==> src/drhs_map.svh <==
// Register indexes, field positions, reset values and refresh timing counts
// What this block does
// Column switch half or one clock after strobe
// Power-up memory setup: one 256K bank defaults
// Arbiter takes DMA request and tick rising edge
// Hold ends, other requests: keep hold, hand grant
// Drop CPU hold only when nobody requests
// DMA grant on its own output
// Coupled mode grants refresh via refresh strobe
// Setup bit 7 selects coupled or decoupled
// Coupled: low code drives both rates
// Decoupled: board uses high code, slot low
// Code zero every tick, others divide tick
// Sleep uses CAS-before-RAS, else row-only refresh
// Decoupled board refresh runs during slot cycles
// Slot refresh pending stalls only slot accesses
// Pointer against A23-A16 splits board and slot
// Low pointer hides board DRAM up to A0000
// Top two segments always select ROM
// Out-of-range pointer acts like FFh
// Pointer 0Ah to 0Fh acts like 10h
// Pointer resets to FFh
// Pointer write 00h-09h clears backfill enable
// Backfill enable is expanded-enable bit 6
// Row-only refresh drives and advances row counter
// Simultaneous requests: refresh wins, DMA follows
`ifndef DRHS_MAP_SVH
`define DRHS_MAP_SVH
`define DRHS_IDX_MEM 8'h01
`define DRHS_IDX_REF 8'h06
`define DRHS_IDX_RAS 8'h07
`define DRHS_IDX_PTR 8'h1f
`define DRHS_IDX_EM1 8'h20
`define DRHS_MEM_RST 8'hc5
`define DRHS_REF_RST 8'h00
`define DRHS_RAS_RST 8'h80
`define DRHS_PTR_RST 8'hff
`define DRHS_EM1_RST 8'h00
`define DRHS_RF_DECUP 7
`define DRHS_RF_BRD 6:4
`define DRHS_RF_SLOT 2:0
`define DRHS_RAS_COLSW 7
`define DRHS_EM_EN 7
`define DRHS_EM_BF 6
`define DRHS_PTR_MIN 8'h04
`define DRHS_PTR_MAX 8'hed
`define DRHS_PTR_FULL 8'hff
`define DRHS_PTR_GAP_LO 8'h0a
`define DRHS_PTR_GAP_HI 8'h0f
`define DRHS_PTR_1M 8'h10
`define DRHS_PTR_HOLE_HI 8'h09
`define DRHS_ROM_SEG 8'hfe
`define DRHS_RF_RAS_LAST 3'h3
`endif

==> src/drhs_pkg.sv <==
// Types shared by the refresh, hold and slot decode logic
package drhs_pkg;
    typedef struct packed {
        logic wr;
        logic rd;
        logic [7:0] index;
        logic [7:0] wdata;
    } drhs_cfg_t;
    typedef struct packed {
        logic page_on;
        logic direct_map;
        logic [1:0] banks;
        logic [3:0] timing;
    } drhs_mem_t;
    typedef enum logic [1:0] {ARB_IDLE, ARB_WAIT, ARB_DMA, ARB_REF} drhs_arb_t;
    typedef enum logic [1:0] {RF_IDLE, RF_CAS, RF_RAS, RF_PRE} drhs_rf_t;
endpackage

==> src/drhs_arb.sv <==
// Hold request arbiter between DMA and refresh
`timescale 1ns/1ps
module drhs_arb (
    // Clock and reset
    input wire logic mclk,
    input wire logic rst_n,
    input wire logic ce,
    // Requesters
    input wire logic dma_req,
    input wire logic ref_req,
    // CPU hold handshake
    input wire logic hold_ack,
    output logic cpu_hold_req,
    output logic dma_grant,
    output logic ref_grant
);
    import drhs_pkg::*;
    drhs_arb_t state;

    always_ff @(posedge mclk or negedge rst_n) begin
        if (!rst_n) begin
            state <= ARB_IDLE;
        end else if (ce) begin
            unique case (state)
                // Wait for the CPU to drop its old acknowledge first
                ARB_IDLE: if ((dma_req || ref_req) && !hold_ack) state <= ARB_WAIT;
                ARB_WAIT: if (hold_ack) begin
                    if (ref_req) state <= ARB_REF;
                    else if (dma_req) state <= ARB_DMA;
                    else state <= ARB_IDLE;
                end
                ARB_DMA: if (!dma_req) state <= ref_req ? ARB_REF : ARB_IDLE;
                ARB_REF: if (!ref_req) state <= dma_req ? ARB_DMA : ARB_IDLE;
            endcase
        end
    end

    assign cpu_hold_req = (state != ARB_IDLE);
    assign dma_grant = (state == ARB_DMA);
    assign ref_grant = (state == ARB_REF);

    handoff_keep_a: assert property (@(posedge mclk) disable iff (!rst_n || !ce)
        (state == ARB_DMA && !dma_req && ref_req) |=> cpu_hold_req && ref_grant && !dma_grant)
        else $error("hold not handed from DMA to refresh");
    hold_release_a: assert property (@(posedge mclk) disable iff (!rst_n || !ce)
        ((dma_grant || ref_grant) && !dma_req && !ref_req) |=> !cpu_hold_req)
        else $error("hold kept with no requester");
    ref_first_a: assert property (@(posedge mclk) disable iff (!rst_n || !ce)
        (state == ARB_WAIT && hold_ack && ref_req && dma_req) |=> ref_grant)
        else $error("refresh not served first");
    handoff_c: cover property (@(posedge mclk) disable iff (!rst_n) dma_grant ##1 ref_grant);
endmodule

==> src/drhs_ctl.sv <==
// Refresh control, hold arbitration, address select timing and slot boundary decode
`timescale 1ns/1ps
`include "drhs_map.svh"
module drhs_ctl #(
    parameter int ROW_W = 11
) (
    // Clock, reset, enable
    input wire logic mclk,
    input wire logic rst_n,
    input wire logic ce,
    // Indexed configuration port
    input drhs_pkg::drhs_cfg_t cfg,
    output logic [7:0] cfg_rdata,
    output drhs_pkg::drhs_mem_t mem_setup,
    // CPU address decode
    input wire logic [23:0] cpu_addr,
    output logic board_sel,
    output logic slot_sel,
    output logic rom_sel,
    // Hold handshake
    input wire logic dma_hold_req,
    input wire logic cpu_hold_ack,
    output logic cpu_hold_req,
    output logic dma_hold_grant,
    output logic refresh_n,
    // Refresh timing and slot bus
    input wire logic refresh_timer_tick,
    input wire logic sleep_mode,
    input wire logic slot_cycle_active,
    input wire logic slot_access_req,
    input wire logic slot_refresh_done,
    output logic slot_refresh_req,
    output logic cpu_stall,
    // DRAM side
    input wire logic mem_row_req,
    input wire logic [ROW_W-1:0] row_addr,
    input wire logic [ROW_W-1:0] col_addr,
    output logic bank_row_strobe_n,
    output logic refresh_cas_n,
    output logic mux_switch_select,
    output logic [ROW_W-1:0] dram_addr_lines,
    output logic dram_addr_drive
);
    import drhs_pkg::*;

    logic [7:0] refresh_setup;
    logic [7:0] ras_timing;
    logic [7:0] slot_boundary_pointer;
    logic [7:0] expanded_map_enable_one;
    logic decup;
    logic tick_q;
    logic tick_rise;
    logic [1:0][2:0] div_code;
    logic [1:0][2:0] div_cnt;
    logic [1:0] div_hit;
    logic brd_pend;
    logic slot_pend;
    logic ref_grant;
    logic rf_start;
    logic rf_done;
    logic rf_busy;
    logic cbr;
    logic next_cbr;
    logic [2:0] rf_cnt;
    logic [ROW_W-1:0] rf_row;
    drhs_rf_t rf_state;
    drhs_rf_t next_rf;
    logic row_cpu;
    logic next_cpu_ras;
    logic ras_d1;
    logic ras_h;
    logic [7:0] seg;

    function automatic logic idx_hit(input drhs_cfg_t c, input logic [7:0] idx);
        return c.index == idx;
    endfunction

    // Pointer as the decoder really uses it
    function automatic logic [7:0] eff_ptr(input logic [7:0] p);
        if (p < `DRHS_PTR_MIN || p > `DRHS_PTR_MAX) return `DRHS_PTR_FULL;
        if (p >= `DRHS_PTR_GAP_LO && p <= `DRHS_PTR_GAP_HI) return `DRHS_PTR_1M;
        return p;
    endfunction

    // Configuration registers
    always_ff @(posedge mclk or negedge rst_n) begin
        if (!rst_n) begin
            mem_setup <= `DRHS_MEM_RST;
            refresh_setup <= `DRHS_REF_RST;
            ras_timing <= `DRHS_RAS_RST;
            slot_boundary_pointer <= `DRHS_PTR_RST;
            expanded_map_enable_one <= `DRHS_EM1_RST;
        end else if (ce) begin
            if (cfg.wr && idx_hit(cfg, `DRHS_IDX_MEM)) mem_setup <= cfg.wdata;
            if (cfg.wr && idx_hit(cfg, `DRHS_IDX_REF)) refresh_setup <= cfg.wdata;
            if (cfg.wr && idx_hit(cfg, `DRHS_IDX_RAS)) ras_timing <= cfg.wdata;
            if (cfg.wr && idx_hit(cfg, `DRHS_IDX_PTR)) slot_boundary_pointer <= cfg.wdata;
            if (cfg.wr && idx_hit(cfg, `DRHS_IDX_EM1)) expanded_map_enable_one <= cfg.wdata;
            // A pointer write below 640K clears backfill; a later expanded-enable write can set it again
            if (cfg.wr && idx_hit(cfg, `DRHS_IDX_PTR) && cfg.wdata <= `DRHS_PTR_HOLE_HI) begin
                expanded_map_enable_one[`DRHS_EM_BF] <= 1'b0;
            end
        end
    end

    always_ff @(posedge mclk or negedge rst_n) begin
        if (!rst_n) begin
            cfg_rdata <= 8'h00;
        end else if (ce && cfg.rd) begin
            case (cfg.index)
                `DRHS_IDX_MEM: cfg_rdata <= mem_setup;
                `DRHS_IDX_REF: cfg_rdata <= refresh_setup;
                `DRHS_IDX_RAS: cfg_rdata <= ras_timing;
                `DRHS_IDX_PTR: cfg_rdata <= slot_boundary_pointer;
                `DRHS_IDX_EM1: cfg_rdata <= expanded_map_enable_one;
                default: cfg_rdata <= 8'h00;
            endcase
        end
    end

    // Slot boundary decode, registered
    assign seg = cpu_addr[23:16];

    always_ff @(posedge mclk or negedge rst_n) begin
        if (!rst_n) begin
            rom_sel <= 1'b0;
            slot_sel <= 1'b0;
            board_sel <= 1'b0;
        end else if (ce) begin
            rom_sel <= seg >= `DRHS_ROM_SEG;
            slot_sel <= seg < `DRHS_ROM_SEG && seg >= eff_ptr(slot_boundary_pointer);
            // Board DRAM above a low pointer is simply never selected
            board_sel <= seg < `DRHS_ROM_SEG && seg < eff_ptr(slot_boundary_pointer);
        end
    end

    // Refresh rate division
    assign decup = refresh_setup[`DRHS_RF_DECUP];
    assign tick_rise = refresh_timer_tick && !tick_q;
    assign div_code[0] = decup ? refresh_setup[`DRHS_RF_BRD] : refresh_setup[`DRHS_RF_SLOT];
    assign div_code[1] = refresh_setup[`DRHS_RF_SLOT];

    always_ff @(posedge mclk or negedge rst_n) begin
        if (!rst_n) tick_q <= 1'b0;
        else if (ce) tick_q <= refresh_timer_tick;
    end

    genvar g;
    for (g = 0; g < 2; g++) begin : g_div
        assign div_hit[g] = tick_rise && div_cnt[g] == div_code[g];
        always_ff @(posedge mclk or negedge rst_n) begin
            if (!rst_n) div_cnt[g] <= 3'h0;
            else if (ce && tick_rise) div_cnt[g] <= div_hit[g] ? 3'h0 : div_cnt[g] + 3'h1;
        end
    end

    // Pending refreshes; a new request beats the clear
    always_ff @(posedge mclk or negedge rst_n) begin
        if (!rst_n) brd_pend <= 1'b0;
        else if (ce && div_hit[0]) brd_pend <= 1'b1;
        else if (ce && rf_done) brd_pend <= 1'b0;
    end

    always_ff @(posedge mclk or negedge rst_n) begin
        if (!rst_n) slot_pend <= 1'b0;
        else if (ce && decup && div_hit[1]) slot_pend <= 1'b1;
        else if (ce && (slot_refresh_done || !decup)) slot_pend <= 1'b0;
    end

    assign slot_refresh_req = slot_pend;
    // The CPU runs on unless it wants the slot bus meanwhile
    assign cpu_stall = slot_pend && slot_access_req;

    drhs_arb u_arb (
        .mclk(mclk),
        .rst_n(rst_n),
        .ce(ce),
        .dma_req(dma_hold_req),
        .ref_req(brd_pend && !decup),
        .hold_ack(cpu_hold_ack),
        .cpu_hold_req(cpu_hold_req),
        .dma_grant(dma_hold_grant),
        .ref_grant(ref_grant)
    );

    assign refresh_n = !ref_grant;

    // Refresh cycle sequencer
    assign rf_start = rf_state == RF_IDLE && brd_pend && (decup ? slot_cycle_active : ref_grant);
    assign rf_done = rf_state == RF_PRE;
    assign rf_busy = rf_state != RF_IDLE;
    assign next_cbr = (rf_state == RF_IDLE) ? sleep_mode : cbr;

    always_comb begin
        next_rf = rf_state;
        unique case (rf_state)
            RF_IDLE: if (rf_start) next_rf = sleep_mode ? RF_CAS : RF_RAS;
            RF_CAS: next_rf = RF_RAS;
            RF_RAS: if (rf_cnt == `DRHS_RF_RAS_LAST) next_rf = RF_PRE;
            RF_PRE: next_rf = RF_IDLE;
        endcase
    end

    always_ff @(posedge mclk or negedge rst_n) begin
        if (!rst_n) begin
            rf_state <= RF_IDLE;
            cbr <= 1'b0;
            rf_cnt <= 3'h0;
        end else if (ce) begin
            rf_state <= next_rf;
            cbr <= next_cbr;
            rf_cnt <= (rf_state == RF_RAS) ? rf_cnt + 3'h1 : 3'h0;
        end
    end

    always_ff @(posedge mclk or negedge rst_n) begin
        if (!rst_n) rf_row <= '0;
        else if (ce && rf_done && !cbr) rf_row <= rf_row + ROW_W'(1);
    end

    // DRAM strobes, registered
    assign next_cpu_ras = mem_row_req && rf_state == RF_IDLE && !rf_start;

    always_ff @(posedge mclk or negedge rst_n) begin
        if (!rst_n) begin
            bank_row_strobe_n <= 1'b1;
            refresh_cas_n <= 1'b1;
            row_cpu <= 1'b0;
        end else if (ce) begin
            bank_row_strobe_n <= !(next_cpu_ras || next_rf == RF_RAS);
            refresh_cas_n <= !(next_rf == RF_CAS || (next_rf == RF_RAS && next_cbr));
            row_cpu <= next_cpu_ras;
        end
    end

    // Column switch: full-clock path on the rising edge, half-clock path on the falling edge
    always_ff @(posedge mclk or negedge rst_n) begin
        if (!rst_n) ras_d1 <= 1'b0;
        else if (ce) ras_d1 <= !bank_row_strobe_n && row_cpu;
    end

    always_ff @(negedge mclk or negedge rst_n) begin
        if (!rst_n) ras_h <= 1'b0;
        else if (ce) ras_h <= !bank_row_strobe_n && row_cpu;
    end

    assign mux_switch_select = ras_timing[`DRHS_RAS_COLSW] ? ras_d1 : ras_h;
    // Row counter only for row-only refresh; CBR leaves the lines undriven
    assign dram_addr_lines = rf_busy ? rf_row : (mux_switch_select ? col_addr : row_addr);
    assign dram_addr_drive = !(rf_busy && cbr);

    ptr_reset_a: assert property (@(posedge mclk) $rose(rst_n) |-> slot_boundary_pointer == `DRHS_PTR_RST)
        else $error("pointer reset value wrong");
    bf_clear_a: assert property (@(posedge mclk) disable iff (!rst_n || !ce)
        (cfg.wr && cfg.index == `DRHS_IDX_PTR && cfg.wdata <= `DRHS_PTR_HOLE_HI)
        |=> !expanded_map_enable_one[`DRHS_EM_BF])
        else $error("backfill enable not cleared");
    rom_top_a: assert property (@(posedge mclk) disable iff (!rst_n || !ce)
        (seg >= `DRHS_ROM_SEG) |=> rom_sel && !slot_sel && !board_sel)
        else $error("top segment not ROM");
    ptr_range_a: assert property (@(posedge mclk) disable iff (!rst_n || !ce)
        ((slot_boundary_pointer < `DRHS_PTR_MIN || slot_boundary_pointer > `DRHS_PTR_MAX)
        && seg < `DRHS_ROM_SEG) |=> board_sel && !slot_sel)
        else $error("out-of-range pointer not treated as FFh");
    ptr_gap_a: assert property (@(posedge mclk) disable iff (!rst_n || !ce)
        (slot_boundary_pointer >= `DRHS_PTR_GAP_LO && slot_boundary_pointer <= `DRHS_PTR_GAP_HI
        && seg == `DRHS_PTR_GAP_HI) |=> board_sel)
        else $error("gap pointer not treated as 10h");
    ref_ack_a: assert property (@(posedge mclk) disable iff (!rst_n || !ce)
        !refresh_n |-> !decup && cpu_hold_req && !dma_hold_grant)
        else $error("refresh acknowledge outside coupled hold");
    coupled_slot_a: assert property (@(posedge mclk) disable iff (!rst_n || !ce)
        (!decup) [*2] |-> !slot_refresh_req)
        else $error("slot refresh request in coupled mode");
    cbr_cycle_a: assert property (@(posedge mclk) disable iff (!rst_n || !ce)
        (rf_start && sleep_mode) |=> !refresh_cas_n && bank_row_strobe_n
        ##1 !refresh_cas_n && !bank_row_strobe_n && !dram_addr_drive)
        else $error("CAS-before-RAS sequence wrong");
    col_full_a: assert property (@(posedge mclk) disable iff (!rst_n || !ce)
        ($fell(bank_row_strobe_n) && row_cpu && ras_timing[`DRHS_RAS_COLSW])
        |-> !mux_switch_select ##1 mux_switch_select)
        else $error("full-clock column switch mistimed");
    col_half_a: assert property (@(posedge mclk) disable iff (!rst_n || !ce)
        ($fell(bank_row_strobe_n) && row_cpu && !ras_timing[`DRHS_RAS_COLSW]) |-> mux_switch_select)
        else $error("half-clock column switch mistimed");

    decup_ref_c: cover property (@(posedge mclk) disable iff (!rst_n) decup && rf_start && slot_cycle_active);
    row_only_c: cover property (@(posedge mclk) disable iff (!rst_n) rf_done && !cbr);
    stall_c: cover property (@(posedge mclk) disable iff (!rst_n) cpu_stall ##[1:20] slot_refresh_done);
endmodule

==> config.mk <==
export PLATFORM = sky130hd
export DESIGN_NAME = drhs_ctl
export DESIGN_NICKNAME = d
export VERILOG_FILES = /design/src/drhs_pkg.sv /design/src/drhs_arb.sv /design/src/drhs_ctl.sv
export VERILOG_INCLUDE_DIRS = /design/src
export SDC_FILE = /design/constraint.sdc
export NUM_CORES = 1
export LEC_CHECK = 0
export ABC_AREA = 1
export BUFFER_PORTS_ARGS = -buffer_cell sky130_fd_sc_hd__buf_2
export CAP_MARGIN = 20
export CORE_ASPECT_RATIO = 1.2
export CORE_MARGIN = 3
export CORE_UTILIZATION = 48
export CTS_CLUSTER_SIZE = 8
export DETAILED_ROUTE_END_ITERATION = 12
export PLACE_DENSITY_LB_ADDON = 0.2
export SLEW_MARGIN = 20
export SYNTH_ARGS = -nofsm -noshare
export SYNTH_HDL_FRONTEND = slang
export SYNTH_SLANG_ARGS = --single-unit
==> constraint.sdc <==
create_clock -name mclk -period 2.4 [get_ports mclk]
set_input_delay 0.12 -clock mclk [delete_from_list [all_inputs] [get_ports mclk]]
set_output_delay 0.12 -clock mclk [all_outputs]
set_load 0.1 [all_outputs]
==> results_dict.tcl, run 1 <==
set metrics [dict create \
    critPathLaunchType "register" \
    die_h_um 115 \
    viasPerCell 5.35 \
    die_w_um 97.1 \
    ant_nets 0 \
    synthAdderAreaFrac 0.0419 \
    synth_commonest_cells "nand2_1 (139), dfrtp_1 (68), nand3_1 (66)" \
    worstMarginPinSlew_ns 0.727 \
    cp_max_fo 7 \
    place_area_um2 5840 \
    grt_first_pass_wirelength_mm 20.5 \
    antenna_found_initial 0 \
    violations "negative setup slack" \
    rrSetupSlack_ns 0.17 \
    synthToLayoutAreaGrowth_pct 30.2 \
    holdPathStages 3 \
    slew_headroom 0.515 \
    die_area_um2 11200 \
    clkTransAtPathRegs_ns 0.06 \
    synthXorXnorAreaFrac 0.0256 \
    synth-compound-area-share 0.128 \
    drtPass1Iterations 4 \
    synth-simple-area-share 0.289 \
    htreeDepth 3 \
    syn_nets 688 \
    clock-skew-final_ns 0.00800 \
    yosysMostFrequentCell "nand2_1" \
    cts_sinks 84 \
    gp_congestion 0.869 \
    grt_pass1_vias 4337 \
    drive_above_1_share 0.294 \
    maxCapViolations 0 \
    drv_slew 0 \
    finalInstanceArea_um2 6230 \
    synthArstFlopShare 1.00 \
    end_kind "primary output" \
    synthMuxAreaShare 0 \
    avgSynthCellArea_um2 8.01 \
    design.portCount 114 \
    switching_share 0.450 \
    worstHoldPathType "primary input to register" \
    holdPathEnd "slot_boundary_pointer[3]$_DFFE_PN1P_" \
    syn_area_um2 4780 \
    overflow 0 \
    status "finished, violations left" \
    core_area_um2 9610 \
    cts_max_path_buffers 2 \
    finalPower_mw 6.29 \
    pwr_density_cell_nw_per_um2 1010 \
    hold_start "cfg[3]" \
    grt_max_degree 82 \
    p_leak_nw 3.01 \
    seq_area_frac_synth 0.443 \
    cts_buffers 9 \
    crit_type "register to primary output" \
    hold_viol 0 \
    drc 0 \
    synth_largest_type_area_fraction 0.356 \
    synth_edf_count 0 \
    critPathArrivalTime_ns 2.82 \
    ys_top_cells_by_area "dfrtp_1 (36%), nand2_1 (11%), dfstp_2 (8.2%), nand3_1 (6.9%), o21ai_0 (6.1%)" \
    drt_iter0_drc 189 \
    finalNetCount 796 \
    ir_drop_mv 0.455 \
    tritoncts "built" \
    combPwrFrac 0.495 \
    portBuffers 97 \
    crit_required_ns 2.28 \
    yosys_warnings 0 \
    grtUsageTotal 0.227 \
    root_buffer "clkbuf_16" \
    reg2regPathDepth 12 \
    synth_top_family_by_area "simple AND/OR/NAND/NOR gates" \
    pwr-share-clk 0.220 \
    num_antenna_cells 0 \
    initial_core_util 0.497 \
    hold_ws_ns 0.0350 \
    fin_ws_ns -0.539 \
    rows 39 \
    synthCells 597 \
    reg2reg_from "slot_boundary_pointer[1]$_DFFE_PN1P_" \
    yosys.area.top_type "dfrtp_1" \
    p_int_mw 3.46 \
    rsz0062_at_grt "yes" \
    dpl.hpwl_mm 9.26 \
    seqPwrFrac 0.284 \
    dominantRegCellSynth "dfrtp_1" \
    reg2reg_to "slot_sel$_DFFE_PN0P_" \
    routedWlPerCell_um 14.9 \
    setup_viol 12 \
    vias 4454 \
    wl_mm 12.4 \
    clkLatencyLatePin_ns 0.34 \
    yosysUniqueCellTypes 35 \
    ys_seq_elements 84 \
    power.switching_mw 2.83 \
]
## stage by stage
step | TNS (ns) | utilization | std cells | worst slack [ns]
final | -6.12 | 0.648 | 833 | -0.539
after global routing | -6.54 | 0.648 | 833 | -0.570
after CTS | -6.08 | 0.643 | 832 | -0.543
after detailed placement | -2.49 | 0.607 | 814 | -0.248
after global placement | -2.31 | 0.607 | 814 | -0.226
after floorplan | -4.58 | - | 597 | -0.445
## worst max path at each step
stage,start,to,slack [ns]
2_1_floorplan,ras_h$_DFFE_NN0P_,dram_addr_lines[8],-0.44
3_3_place_gp,ras_h$_DFFE_NN0P_,dram_addr_lines[10],-0.23
3_5_place_dp,ras_h$_DFFE_NN0P_,dram_addr_lines[10],-0.25
4_1_cts,ras_h$_DFFE_NN0P_,dram_addr_lines[3],-0.54
5_1_grt,ras_h$_DFFE_NN0P_,dram_addr_lines[3],-0.57
6_report,ras_h$_DFFE_NN0P_,dram_addr_lines[6],-0.54
## worst max-delay path, cell delays in order (launching register included)
cell,delay (ns)
dfrtn_1,0.35
or2_4,0.24
nand2_4,0.09
inv_4,0.05
buf_12,0.14
o21ai_4,0.14
o22ai_4,0.09
buf_12,0.17
## per-layer routing
metal  up-vias  track usage  share of wire
li1       2192            -              -
met1      2088        0.274           0.40
met2       145        0.398           0.50
met3        29       0.0407          0.061
met4         0        0.100          0.031
met5         -            0              0
## layout make-up
type                            count  area (µm²)
Timing Repair Buffer              111         818
Inverter                           66         250
Tap cell                          123         154
Fill cell                         837        3380
Clock inverter                      6        63.8
Multi-Input combinational cell    433        2580
Clock buffer                       10         239
Sequential cell                    84        2120
## cell families (layout without fill, tap and decap cells)
logic type / Yosys count / in the layout
buffers and inverters: 80 / 193
flip-flops: 84 / 84
AND/OR/NAND/NOR: 297 / 297
XOR/XNOR: 14 / 14
AO/OA/AOI/OAI: 106 / 106
adder cells (fa/ha/maj): 16 / 16
## power groups by stage
stage | registers (mW) | logic, mW | clock network, mW
detailed placement | 1.81 | 3.06 | 0
floorplan | 2.08 | 1.94 | 0
finish | 1.79 | 3.11 | 1.38
global placement | 1.80 | 2.99 | 0
CTS | 1.79 | 3.09 | 1.41
global route | 1.81 | 3.31 | 1.47
## flip-flops by register name, summed over array words and instances (netlist names), 2 cells and up
name,cells
rf_state,2
mem_setup,8
rf_cnt,3
cfg_rdata,8
u_arb.state,2
div_cnt,6
expanded_map_enable_one,8
ras_timing,8
rf_row,11
refresh_setup,8
slot_boundary_pointer,8
## placed cells by master (no fill, tap or decap), types with 10 or more instances in the layout
cell | synthesis | final
nand2_1 | 139 | 137
buf_2 | 3 | 83
dfrtp_1 | 68 | 68
nand3_1 | 66 | 66
inv_1 | 59 | 58
nor2_1 | 60 | 57
o21ai_0 | 58 | 42
o21ai_4 | 0 | 16
ha_1 | 16 | 16
o21ai_2 | 14 | 14
dfstp_2 | 15 | 14
buf_12 | 0 | 14
a21oi_1 | 11 | 11
xor2_1 | 10 | 10
buf_4 | 0 | 10
## timing repair
action,in CTS,in global routing
setup endpoints to repair,12,14
setup buffers,1,1
pin swaps,8,4
endpoints found under the hold margin,2,0
hold buffers,1,0
resized for setup,6,8
Note: power is estimated with default switching activity, not from simulation.
==> inputs of run 2 (changes only) <==
ABC_AREA = not set   (was 1)
CORE_UTILIZATION = 51   (was 48)
GPL_ROUTABILITY_DRIVEN = 0   (was not set)
==> results_dict.tcl, run 2 <==
set metrics [dict create \
    synthArstFlopShare 1.00 \
    setup-tns-final_ns -6.73 \
    largest_reg_flops 11 \
    fillers 670 \
    routedWlPerCell_um 16.3 \
    viasPerCell 5.52 \
    crit_type "register to primary output" \
    final_common_cell "buf_2" \
    cts_setup_buffers 0 \
    drt_iter0_drc 95 \
    max_stage_delay_ns 0.36 \
    dpl.hpwl_mm 8.02 \
    drtPass1Iterations 4 \
    htreeDepth 3 \
    die_w_um 92.1 \
    syn_nets 514 \
    num_antenna_cells 0 \
    end_kind "primary output" \
    ys_top_cells_by_area "dfrtp_1 (38%), dfstp_2 (8.7%), mux2_2 (8.4%), mux2i_1 (5.3%), ha_1 (4.4%)" \
    critPathArrivalTime_ns 2.87 \
    cts_max_path_buffers 2 \
    fin_ws_ns -0.588 \
    setup_viol 14 \
    portBuffers 97 \
    slew_headroom 0.534 \
    drv_slew 0 \
    clock-skew-final_ns 0.0184 \
    avgSynthCellArea_um2 10.7 \
    crit_required_ns 2.28 \
    multiInputGateArea_um2 2500 \
    clkLatencyLatePin_ns 0.36 \
    grt_max_degree 52 \
    yosysUniqueCellTypes 55 \
    core_area_um2 8610 \
    path_delay_family "multiplexers" \
    status "finished, violations left" \
    crit_buf_inv 2 \
    seq_area_frac_synth 0.468 \
    die_h_um 109 \
    synthCells 423 \
    yosys_warnings 0 \
    rows 37 \
    syn_area_um2 4530 \
    cp_max_fo 12 \
    vias 3635 \
    ys_seq_elements 84 \
    pwr_density_cell_nw_per_um2 1080 \
    critPathLaunchType "register" \
    wl_mm 10.8 \
    ir_drop_mv 0.470 \
    grt_pass1_vias 3518 \
    dominantRegCellSynth "dfrtp_1" \
    tritoncts "built" \
    synth_commonest_cells "dfrtp_1 (68), nand2_1 (36), mux2_2 (34)" \
    seqCellArea_um2 2120 \
    regMostFlops "rf_row" \
    ant_nets 0 \
    cts_buffers 9 \
    final_cell_mix "buf_2 (83), dfrtp_1 (68), nand2_1 (36), mux2_2 (34), nor2_1 (24)" \
    path_cells "mux2i_2, buf_12, mux2i_2, a21oi_4, buf_12" \
    synthToLayoutAreaGrowth_pct 30.7 \
    root_buffer "clkbuf_8" \
    p_leak_nw 2.81 \
    clkTransAtPathRegs_ns 0.09 \
    violations "negative setup slack" \
    worst_path_max_delay_cell "dfrtn_1" \
    die_area_um2 10100 \
    overflow 0 \
    drive_above_1_share 0.417 \
    grtUsageTotal 0.217 \
    initial_core_util 0.526 \
    drc 0 \
    finalNetCount 628 \
    synth_largest_type_area_fraction 0.375 \
    grt_first_pass_wirelength_mm 17.0 \
    antenna_found_initial 0 \
    worstHoldPathType "primary input to register" \
    yosys.area.top_type "dfrtp_1" \
    design.portCount 114 \
    yosysMostFrequentCell "dfrtp_1" \
    rsz0062_at_grt "yes" \
    hold_viol 0 \
    utilization 0.688 \
    worstMarginPinSlew_ns 0.693 \
    synth_edf_count 0 \
    maxCapViolations 0 \
    cts_sinks 84 \
]
## run 2: cell count changes in the layout (fill, tap and decap cells not counted), sizes merged, moves of 5 or more
cell and change:
nand2 -106, nand3 -62, o21ai -55, inv -47
nor2 -45, mux2 +42, mux2i +24, a21oi +14
a21o +8, a22oi +8, buf +7, nor2b +6
xnor2 +6, clkinv -5
## run 2: metal layers
layer  wire [µm]  up-vias  GRT usage
li1            -     1754          -
met4         219        0     0.0892
met1        4510     1767      0.271
met2        5480       97      0.374
met3         553       17     0.0373
met5           0        -          0
## run 2: final cells by class
| cell class | count | share of cell area |
|---|---|---|
| clock buffers | 13 | 0.0268 |
| inverters | 16 | 0.0101 |
| repair buffers | 119 | 0.146 |
| clock inverters | 3 | 0.0116 |
| well taps | 117 | 0.0247 |
| multi-input cells | 307 | 0.422 |
| flip-flops and latches | 84 | 0.359 |
## run 2: what timing repair did
item	4_1_cts	5_1_grt
hold buffers	2	0
endpoints found under the setup margin	14	14
resized for setup	8	0
hold endpoints to repair	31	0
pin swaps	9	3
## run 2: logic make-up after synthesis
| group | count (synthesis) | share of synthesized area |
|---|---|---|
| muxes | 66 | 0.164 |
| DFF | 84 | 0.468 |
| buffers and inverters | 32 | 0.0301 |
| adders and majority gates | 16 | 0.0442 |
| AOI/OAI and AO/OA | 93 | 0.128 |
| xor gates and xnor gates | 17 | 0.0329 |
| and+or+nand+nor | 115 | 0.133 |
## run 2: metrics by stage
step	hold WS [ns]	worst slack (ns)	power (mW)	instances	cell area, µm²
6_report	0.0130	-0.588	6.38	659	5920
5_1_grt	0.0125	-0.660	6.65	659	5920
4_1_cts	0.00198	-0.610	6.41	659	5920
3_5_place_dp	0.206	-0.252	5.23	641	5640
3_3_place_gp	0.204	-0.205	5.17	641	5640
2_1_floorplan	-0.176	-0.409	4.24	423	4730
## run 2: path summary, 6_finish.rpt
check                                                     startpoint                         end  slack [ns]  depth (start not counted)
worst max-delay path                               ras_h$_DFFE_NN0P_          dram_addr_lines[4]       -0.59                          5
worst min-delay path                              refresh_timer_tick          tick_q$_DFFE_PN0P_        0.01                          2
worst max register to register  slot_boundary_pointer[4]$_DFFE_PN1P_        slot_sel$_DFFE_PN0P_       -0.05                          9
worst min register to register              cfg_rdata[7]$_DFFE_PN0P_    cfg_rdata[7]$_DFFE_PN0P_        0.48                          2
max in group asynchronous                                      rst_n    cfg_rdata[6]$_DFFE_PN0P_        1.06                          4
min in group asynchronous                                      rst_n  u_arb.state[0]$_DFFE_PN0P_        0.34                          3
## run 2: power breakdown
group	internal (mW)	switching [mW]	leakage [nW]
sequential	1.61	0.160	1.08
combinational	1.16	2.29	1.62
clock	0.649	0.514	0.114
